File: config.mk
export PLATFORM = sky130hd
export DESIGN_NAME = scs_clock_switch
export DESIGN_NICKNAME = d
export VERILOG_FILES = /design/src/hdl/scs_pkg.sv /design/src/hdl/scs_clock_switch.sv /design/src/hdl/scs_halt_detect.sv
export SDC_FILE = /design/constraint.sdc
export NUM_CORES = 1
export LEC_CHECK = 0
export BUFFER_PORTS_ARGS = -buffer_cell sky130_fd_sc_hd__buf_2
export CAP_MARGIN = 20
export CORE_MARGIN = 3
export CORE_UTILIZATION = 35
export CTS_BUF_LIST = sky130_fd_sc_hd__clkbuf_16
export CTS_CLUSTER_DIAMETER = 40
export DETAILED_ROUTE_END_ITERATION = 10
export PLACE_DENSITY = 0.6
export SLEW_MARGIN = 15
export SYNTH_ARGS = -nofsm -noshare
export SYNTH_HDL_FRONTEND = slang
export SYNTH_SLANG_ARGS = --single-unit
File: constraint.sdc
create_clock -name clk -period 6.6 [get_ports clk]
set_input_delay 1.65 -clock clk [delete_from_list [all_inputs] [get_ports clk]]
set_output_delay 1.65 -clock clk [all_outputs]
set_load 0.03 [all_outputs]
File: src/hdl/scs_pkg.sv
// Purpose: Shared constants and types for the system clock source switch
// Assumes: 100 MHz register clock, 8-bit register port
// Notes:   Offsets are register indices on the plain register port
package scs_pkg;

    // Clock
    localparam int CLK_PERIOD_NS = 10;

    // Register indices
    localparam logic [2:0] ADDR_CTRL       = 3'h0;
    localparam logic [2:0] ADDR_TRIM       = 3'h1;
    localparam logic [2:0] ADDR_EVT_STATUS = 3'h2;
    localparam logic [2:0] ADDR_EVT_MASK   = 3'h3;
    localparam logic [2:0] ADDR_REF_LO     = 3'h4;
    localparam logic [2:0] ADDR_REF_HI     = 3'h5;

    // clock_control_status field positions
    localparam int BIT_BAKE = 5;
    localparam int BIT_SEL  = 4;
    localparam int BIT_IE   = 3;
    localparam int BIT_FLAG = 2;
    localparam int BIT_HALT = 1;
    localparam int BIT_STA  = 0;

    // Event status / mask field positions
    localparam int EVT_TO_RC  = 0;
    localparam int EVT_HALT   = 1;
    localparam int EVT_TO_EXT = 2;
    localparam int EVT_REF    = 3;
    localparam int EVT_W      = 4;

    // Values after reset
    localparam logic             RST_BAKE     = 1'b0;
    localparam logic             RST_SEL      = 1'b0;
    localparam logic             RST_IE       = 1'b0;
    localparam logic             RST_FLAG     = 1'b0;
    localparam logic             RST_HALT     = 1'b1;
    localparam logic [EVT_W-1:0] RST_EVT_MASK = 4'h0;
    localparam logic [7:0]       RST_TRIM     = 8'h00;

    // Timing: halt timeout is a longest time, switch gap a least time
    localparam int HALT_TIME_NS      = 1000;
    localparam int HALT_CYCLES       = HALT_TIME_NS / CLK_PERIOD_NS;
    localparam int SWITCH_GAP_NS     = 40;
    localparam int SWITCH_GAP_CYCLES = (SWITCH_GAP_NS + CLK_PERIOD_NS - 1) / CLK_PERIOD_NS;
    localparam int GAP_W             = 4;
    localparam logic [GAP_W-1:0] GAP_LAST = 4'(SWITCH_GAP_CYCLES - 1);

    // Source switch sequence
    typedef enum logic [1:0] {
        ST_ON_RC,
        ST_GAP_TO_EXT,
        ST_ON_EXT,
        ST_GAP_TO_RC
    } scs_state_t;

endpackage

File: src/hdl/scs_clock_switch.sv
// Purpose: System clock source selection with external clock backup
// Assumes: One 100 MHz clock; plain register port with read data one cycle later
// Notes:   Clock gates are break-before-make enables for the clock tree mux
//
// The placing of the registers and strobed register access were decided locally.
module scs_clock_switch
    import scs_pkg::*;
#(
    parameter int HALT_TIMEOUT = HALT_CYCLES,
    parameter int REF_W        = 16
) (
    // Clock and reset
    input  wire logic       clk,
    input  wire logic       rst,
    // Register port
    input  wire logic [2:0] addr,
    input  wire logic [7:0] wrData,
    input  wire logic       wrEn,
    input  wire logic       rdEn,
    output logic      [7:0] rdData,
    // External pins
    input  wire logic       extOsc,
    input  wire logic       refIn,
    // Oscillator trim
    input  wire logic [7:0] trimDefault,
    output logic      [7:0] trimValue,
    // Clock tree control
    output logic            rcClkGate,
    output logic            extClkGate,
    output logic            clkIsExt,
    // Interrupt
    output logic            irq
);

    logic             bake;
    logic             sel;
    logic             ie;
    logic             flag;
    logic             armed;
    logic             halted;
    logic             prevHalted;
    logic             haltRise;
    logic             haltSeen;
    logic             target;
    logic             setFlag;
    logic             toExtDone;
    logic             trimLoaded;
    logic             wrCk;
    logic             rdCk;
    logic             rdEvt;
    logic [7:0]       ctrlView;
    logic [EVT_W-1:0] evtSet;
    logic [EVT_W-1:0] evtStatus;
    logic [EVT_W-1:0] evtMask;
    logic [GAP_W-1:0] gapCnt;
    scs_state_t       state;
    logic             refS1;
    logic             refS2;
    logic             refS3;
    logic             refLevel;
    logic             refRise;
    logic [REF_W-1:0] refCnt;
    logic [REF_W-1:0] refPeriod;
    logic [15:0]      refView;

    assign wrCk  = wrEn && (addr == ADDR_CTRL);
    assign rdCk  = rdEn && (addr == ADDR_CTRL);
    assign rdEvt = rdEn && (addr == ADDR_EVT_STATUS);

    // Halt detector
    scs_halt_detect #(
        .TIMEOUT (HALT_TIMEOUT),
        .CW      (16)
    ) u_halt (
        .clk     (clk),
        .rst     (rst),
        .enable  (bake),
        .extOsc  (extOsc),
        .halted  (halted)
    );

    always_ff @(posedge clk or posedge rst) begin
        if (rst) begin
            prevHalted <= RST_HALT;
        end else begin
            prevHalted <= halted;
        end
    end

    assign haltSeen = bake && halted;
    assign haltRise = bake && halted && !prevHalted;

    // Backup enable and interrupt enable
    always_ff @(posedge clk or posedge rst) begin
        if (rst) begin
            bake <= RST_BAKE;
            ie   <= RST_IE;
        end else if (wrCk) begin
            bake <= wrData[BIT_BAKE];
            ie   <= wrData[BIT_IE];
        end
    end

    // Source select bit
    always_ff @(posedge clk or posedge rst) begin
        if (rst) begin
            sel <= RST_SEL;
        end else if (haltRise) begin
            sel <= 1'b0;
        end else if (wrCk) begin
            if (bake) begin
                sel <= wrData[BIT_SEL] && !flag;
            end else begin
                sel <= wrData[BIT_SEL];
            end
        end
    end

    // Wanted source: a halt under backup overrides the select bit
    assign target = sel && !haltSeen;

    // Break-before-make source switch
    assign setFlag   = (state == ST_GAP_TO_RC) && (gapCnt == GAP_LAST) && clkIsExt;
    assign toExtDone = (state == ST_GAP_TO_EXT) && (gapCnt == GAP_LAST) && target;

    always_ff @(posedge clk or posedge rst) begin
        if (rst) begin
            state      <= ST_ON_RC;
            gapCnt     <= '0;
            rcClkGate  <= 1'b1;
            extClkGate <= 1'b0;
            clkIsExt   <= 1'b0;
        end else begin
            case (state)
                ST_ON_RC: begin
                    if (target) begin
                        state     <= ST_GAP_TO_EXT;
                        rcClkGate <= 1'b0;
                        gapCnt    <= '0;
                    end
                end
                ST_GAP_TO_EXT: begin
                    if (!target) begin
                        state  <= ST_GAP_TO_RC;
                        gapCnt <= '0;
                    end else if (gapCnt == GAP_LAST) begin
                        state      <= ST_ON_EXT;
                        extClkGate <= 1'b1;
                        clkIsExt   <= 1'b1;
                    end else begin
                        gapCnt <= gapCnt + 1'b1;
                    end
                end
                ST_ON_EXT: begin
                    if (!target) begin
                        state      <= ST_GAP_TO_RC;
                        extClkGate <= 1'b0;
                        gapCnt     <= '0;
                    end
                end
                ST_GAP_TO_RC: begin
                    if (gapCnt == GAP_LAST) begin
                        state     <= ST_ON_RC;
                        rcClkGate <= 1'b1;
                        clkIsExt  <= 1'b0;
                    end else begin
                        gapCnt <= gapCnt + 1'b1;
                    end
                end
                default: begin
                    state      <= ST_ON_RC;
                    rcClkGate  <= 1'b1;
                    extClkGate <= 1'b0;
                    clkIsExt   <= 1'b0;
                end
            endcase
        end
    end

    // Switch flag: read as 1 arms the clear, the next write of 0 clears
    always_ff @(posedge clk or posedge rst) begin
        if (rst) begin
            armed <= 1'b0;
        end else if (wrCk) begin
            armed <= 1'b0;
        end else if (rdCk) begin
            armed <= flag;
        end
    end

    always_ff @(posedge clk or posedge rst) begin
        if (rst) begin
            flag <= RST_FLAG;
        end else if (setFlag) begin
            flag <= 1'b1;
        end else if (wrCk && armed && !wrData[BIT_FLAG]) begin
            flag <= 1'b0;
        end
    end

    // Oscillator trim: default caught at the first edge after reset release
    always_ff @(posedge clk or posedge rst) begin
        if (rst) begin
            trimLoaded <= 1'b0;
            trimValue  <= RST_TRIM;
        end else if (!trimLoaded) begin
            trimLoaded <= 1'b1;
            trimValue  <= trimDefault;
        end else if (wrEn && (addr == ADDR_TRIM)) begin
            trimValue <= wrData;
        end
    end

    // Reference input: sampled on the local clock, three stages
    always_ff @(posedge clk or posedge rst) begin
        if (rst) begin
            refS1    <= 1'b0;
            refS2    <= 1'b0;
            refS3    <= 1'b0;
            refLevel <= 1'b0;
        end else begin
            refS1 <= refIn;
            refS2 <= refS1;
            refS3 <= refS2;
            if (refS2 == refS3) begin
                refLevel <= refS3;
            end
        end
    end

    assign refRise = (refS2 == refS3) && refS3 && !refLevel;

    always_ff @(posedge clk or posedge rst) begin
        if (rst) begin
            refCnt    <= '0;
            refPeriod <= '0;
        end else if (refRise) begin
            refPeriod <= refCnt;
            refCnt    <= REF_W'(1);
        end else if (!(&refCnt)) begin
            refCnt <= refCnt + 1'b1;
        end
    end

    assign refView = 16'(refPeriod);

    // Events: sticky, read clears, set wins
    assign evtSet[EVT_TO_RC]  = setFlag;
    assign evtSet[EVT_HALT]   = haltRise;
    assign evtSet[EVT_TO_EXT] = toExtDone;
    assign evtSet[EVT_REF]    = refRise;

    for (genvar i = 0; i < EVT_W; i++) begin : g_evt
        always_ff @(posedge clk or posedge rst) begin
            if (rst) begin
                evtStatus[i] <= 1'b0;
            end else begin
                evtStatus[i] <= evtSet[i] || (evtStatus[i] && !rdEvt);
            end
        end
    end

    always_ff @(posedge clk or posedge rst) begin
        if (rst) begin
            evtMask <= RST_EVT_MASK;
        end else if (wrEn && (addr == ADDR_EVT_MASK)) begin
            evtMask <= wrData[EVT_W-1:0];
        end
    end

    // Interrupt output
    always_ff @(posedge clk or posedge rst) begin
        if (rst) begin
            irq <= 1'b0;
        end else begin
            irq <= (flag && ie) || (|(evtStatus & evtMask));
        end
    end

    // Register read
    always_comb begin
        ctrlView           = 8'h00;
        ctrlView[BIT_BAKE] = bake;
        ctrlView[BIT_SEL]  = sel;
        ctrlView[BIT_IE]   = ie;
        ctrlView[BIT_FLAG] = flag;
        ctrlView[BIT_HALT] = bake ? halted : 1'b1;
        ctrlView[BIT_STA]  = clkIsExt;
    end

    always_ff @(posedge clk or posedge rst) begin
        if (rst) begin
            rdData <= 8'h00;
        end else if (rdEn) begin
            case (addr)
                ADDR_CTRL:       rdData <= ctrlView;
                ADDR_TRIM:       rdData <= trimValue;
                ADDR_EVT_STATUS: rdData <= 8'(evtStatus);
                ADDR_EVT_MASK:   rdData <= 8'(evtMask);
                ADDR_REF_LO:     rdData <= refView[7:0];
                ADDR_REF_HI:     rdData <= refView[15:8];
                default:         rdData <= 8'h00;
            endcase
        end else begin
            rdData <= 8'h00;
        end
    end

    // Checks
    a_detect_idle: assert property (@(posedge clk) disable iff (rst)
        !bake ##1 !bake |-> halted)
        else $error("halt detector active with backup off");

    a_backup_fallback: assert property (@(posedge clk) disable iff (rst)
        (bake && halted && clkIsExt) |-> ##[1:8] !clkIsExt)
        else $error("no fallback to on-chip oscillator after halt");

    a_forced_select: assert property (@(posedge clk) disable iff (rst)
        (!bake && sel && state == ST_ON_RC) |-> ##[1:8] (extClkGate || !sel))
        else $error("forced external select not honoured");

    a_sel_blocked: assert property (@(posedge clk) disable iff (rst)
        (bake && wrCk && flag) |=> !sel)
        else $error("select set while switch flag is 1");

    a_halt_clears_sel: assert property (@(posedge clk) disable iff (rst)
        (bake && halted && !prevHalted) |=> !sel)
        else $error("select not cleared on halt");

    a_irq_quiet: assert property (@(posedge clk) disable iff (rst)
        (!(flag && ie) && ((evtStatus & evtMask) == '0)) |=> !irq)
        else $error("interrupt without enabled cause");

    a_flag_on_fall: assert property (@(posedge clk) disable iff (rst)
        $fell(clkIsExt) |-> flag)
        else $error("switch flag not set on move to on-chip oscillator");

    a_flag_no_blind: assert property (@(posedge clk) disable iff (rst)
        (flag && wrCk && !armed) |=> flag)
        else $error("switch flag cleared without prior read");

    a_halt_read_on: assert property (@(posedge clk) disable iff (rst)
        (rdCk && bake) |=> rdData[BIT_HALT] == $past(halted))
        else $error("halt bit does not follow detector");

    a_halt_read_off: assert property (@(posedge clk) disable iff (rst)
        (rdCk && !bake) |=> rdData[BIT_HALT])
        else $error("halt bit not 1 with backup off");

    a_status_gate: assert property (@(posedge clk) disable iff (rst)
        extClkGate |-> clkIsExt)
        else $error("clock status disagrees with external gate");

    a_rc_idle: assert property (@(posedge clk) disable iff (rst)
        (state == ST_ON_RC) |-> (rcClkGate && !clkIsExt))
        else $error("idle state not on on-chip oscillator");

    a_trim_reload: assert property (@(posedge clk) disable iff (rst)
        !trimLoaded |=> trimValue == $past(trimDefault))
        else $error("trim not reloaded after reset");

    a_gates_exclusive: assert property (@(posedge clk) disable iff (rst)
        !(rcClkGate && extClkGate))
        else $error("both clock sources enabled");

endmodule

File: src/hdl/scs_halt_detect.sv
// Purpose: External oscillator halt detector
// Assumes: extOsc is asynchronous to clk and much slower than clk
// Notes:   Reports halted while disabled or while no edge is seen in TIMEOUT cycles
module scs_halt_detect
    import scs_pkg::*;
#(
    parameter int TIMEOUT = HALT_CYCLES,
    parameter int CW      = 16
) (
    // Clock and reset
    input  wire logic clk,
    input  wire logic rst,
    // Control
    input  wire logic enable,
    // External oscillator pin
    input  wire logic extOsc,
    // Result
    output logic      halted
);

    logic          sync1;
    logic          sync2;
    logic          sync3;
    logic          level;
    logic          change;
    logic [CW-1:0] cnt;

    // Three-stage synchroniser
    always_ff @(posedge clk or posedge rst) begin
        if (rst) begin
            sync1 <= 1'b0;
            sync2 <= 1'b0;
            sync3 <= 1'b0;
        end else begin
            sync1 <= extOsc;
            sync2 <= sync1;
            sync3 <= sync2;
        end
    end

    // Accept a new level once stages two and three agree
    assign change = (sync2 == sync3) && (sync3 != level);

    always_ff @(posedge clk or posedge rst) begin
        if (rst) begin
            level <= 1'b0;
        end else if (change) begin
            level <= sync3;
        end
    end

    // Edge watchdog
    always_ff @(posedge clk or posedge rst) begin
        if (rst) begin
            cnt    <= '0;
            halted <= RST_HALT;
        end else if (!enable) begin
            cnt    <= '0;
            halted <= 1'b1;
        end else if (change) begin
            cnt    <= '0;
            halted <= 1'b0;
        end else if (cnt == CW'(TIMEOUT - 1)) begin
            halted <= 1'b1;
        end else begin
            cnt <= cnt + 1'b1;
        end
    end

endmodule

==> impl_metrics.toml <==
[die]
ios = 45
die_w_microns = 122
die_area_sq_mm = 0.0149
die_h_microns = 122
start_util = 0.365
core_area_sq_mm = 0.0129
rows = 41

[setup_path]
critical_path.max_fanout = 19
critPathRequiredTime_ns = 6.80
critPathLaunchType = "input pin"
crit_path_cell_trace = "buf_2, nor2b_1, and3b_1, mux2i_1, a21oi_1"
worstPathArrival_ns = 3.10
critPathLaunch = "addr[0]"
r2r_start = "bake$_DFFE_PP0P_"
endpoint_kind = "register"
slowest_delay_ns = 0.53
criticalPathCategory = "input pin to register"
slowest_stage = "and3b_1"

[clock_tree]
htree_levels = 3
cts_sinks = 98
clkTransAtPathRegs_ns = 0.06
clock_latency_ns = 0.34
cts_buffers = 9
cts_setup_buffers = 0
cts_resized = 0
cts-root-buf = "clkbuf_16"
cts_tree = "done"
holdBufCountCts = 0
cts_buffer_depth = 2

[status]
status = "completed"

[yosys]
async_flop_share = 1.00
ys_warn_count = 0
synth_area_per_cell_sq_um = 10.3
syn-num-nets = 494
netlist-cell-type-count = 66
synth-seq-cells = 98
netlist_area_sq_mm = 0.00472
synth_edf_count = 0
ys.flop_type = "dfrtp_1"
synthCells = 460
yosysSeqAreaShare = 0.520

[pwr]
vdd_ir_drop_max_uv = 140
p_leak_nw = 2.42
p_per_area_mw_per_mm2 = 304

[global_route]
antenna_found_initial = 0
grt_pass1_wl_microns = 16900
grt_use_total = 0.143
grt_overflow = 0
grt_max_degree = 82
grt_pass1_vias = 3407

[sta]
finalCritPeriodShare = 0.439
fin_ws_ns = 3.70
setup_viol = 0
skew_ns = 0.00413
max_freq_mhz = 345
slew_violations = 0
period_needed_ns = 2.90
rsz0062_at_grt = "no"
slew_headroom = 0.416
final.setup.tns_ns = 0
hold-worst-slack_ns = 0.350
worst_slew_pin_slew_ns = 0.876
hold_viol = 0

[place]
dp_hpwl_microns = 7230
portBuffers = 44
dp_slack_ns = 3.31
gp_congestion = 0.847

[detailed_routing]
ant_nets = 0
drc = 0
wire_per_inst_microns = 14.8
drt_wl_total_microns = 10100
drt_iter0_markers = 338
via_per_inst = 5.26
firstDrtPassIters = 4
via_count = 3573

[cells_and_area]
drive_gt1_frac = 0.181
area_delta_synth_final_pct = 15.2
final_util = 0.421
fillers = 1249
nets = 536
diodes = 0

[run]
drv_cap = 0

[hold_path]
hp-start = "refS1$_DFF_PP0_"
hp-class = "register to register"
-- final cells by class --
| type | instances | area, sq um | area share |
|---|---|---|---|
| Clock inverter | 7 | 85.1 | 0.0156 |
| Timing Repair Buffer | 48 | 270 | 0.0497 |
| Clock buffer | 9 | 225 | 0.0414 |
| Tap cell | 172 | 215 | 0.0395 |
| Multi-Input combinational cell | 334 | 2150 | 0.394 |
| Sequential cell | 98 | 2460 | 0.451 |
| Inverter | 11 | 43.8 | 0.00805 |
-- metrics by stage --
step,total power [mW],instance area (sq um),std cells
floorplan,1.03,4720,460
global placement,1.11,5100,662
detailed placement,1.13,5100,662
CTS,1.67,5410,678
global route,1.76,5440,679
finish,1.65,5440,679
-- layer usage --
layer / vias to the layer above / GRT usage / share of wire
met5: - / 0 / 0
met4: 0 / 0.0595 / 0.012
met3: 8 / 0.0339 / 0.047
met2: 82 / 0.209 / 0.47
met1: 1750 / 0.205 / 0.48
li1: 1733 / - / -
-- worst max-delay path, delay by kind of cell --
kind	cells	cell delay (ns)
buffers and inverters	1	0.33
and+or+nand+nor	2	0.78
AOI/OAI and AO/OA	1	0.09
muxes	1	0.25
-- worst paths after layout --
check                                            end  cells after the start  slack, ns
max                         trimValue[4]$_DFFE_PP0P_                      5       3.70
min                                  refS2$_DFF_PP0_                      0       0.35
max reg2reg                     state[1]$_DFFE_PP0P_                      4       4.67
min reg2reg                          refS2$_DFF_PP0_                      0       0.35
max in group asynchronous  u_halt.halted$_DFFE_PP1P_                      4       4.33
min in group asynchronous            refS3$_DFF_PP0_                      2       1.23
-- placed cells by master (no fill, tap or decap), types with 4 or more instances in the layout --
| cell | n |
|---|---|
| a21oi_1 | 21 |
| o21ai_0 | 17 |
| nor4_1 | 4 |
| ha_1 | 9 |
| mux2i_1 | 14 |
| xor2_1 | 6 |
| mux2_2 | 11 |
| inv_1 | 11 |
| or4_1 | 4 |
| nor2_1 | 38 |
| nor2b_1 | 12 |
| buf_2 | 44 |
| clkbuf_16 | 9 |
| dfrtp_1 | 95 |
| nand2b_1 | 8 |
| xnor2_1 | 9 |
| nand4_1 | 11 |
| nand2_1 | 77 |
| nor3_1 | 11 |
| and3_1 | 4 |
| a22o_1 | 5 |
| a32o_1 | 6 |
| nand3_1 | 9 |
-- sequential cells by signal (all words and copies together) (netlist names), 2 cells and up --
name,cells
trimValue,8
refCnt,16
rdData,8
u_halt.cnt,16
state,2
evtMask,4
refPeriod,16
evtStatus,4
gapCnt,4
-- logic make-up (layout without fill, tap and decap cells) --
logic type | count (synthesis) | in the layout | synth area share
and+or+nand+nor | 199 | 199 | 0.211
DFF | 98 | 98 | 0.520
AOI/OAI and AO/OA | 81 | 81 | 0.117
muxes | 29 | 29 | 0.0731
buffers and inverters | 28 | 75 | 0.0260
xor gates and xnor gates | 15 | 15 | 0.0278
adders and majority gates | 9 | 9 | 0.0238
other | 1 | 1 | 0.000794
-- synthesized netlist by cell type, drive strengths merged (9+ instances only) --
cell type / number / area [sq um]
a21oi: 21 / 105
clkbuf: 9 / 35.0
dfrtp: 95 / 2380
ha: 9 / 113
inv: 11 / 41.3
mux2: 11 / 124
mux2i: 15 / 154
nand2: 77 / 289
nand3: 10 / 55.1
nand4: 11 / 68.8
nor2: 38 / 143
nor2b: 12 / 75.1
nor3: 11 / 55.1
o21ai: 17 / 85.1
xnor2: 9 / 78.8
-- power breakdown --
group	internal [mW]	switching [mW]
registers	0.687	0.0884
logic	0.147	0.193
clock network	0.328	0.211
(Power assumes the default switching activity.)
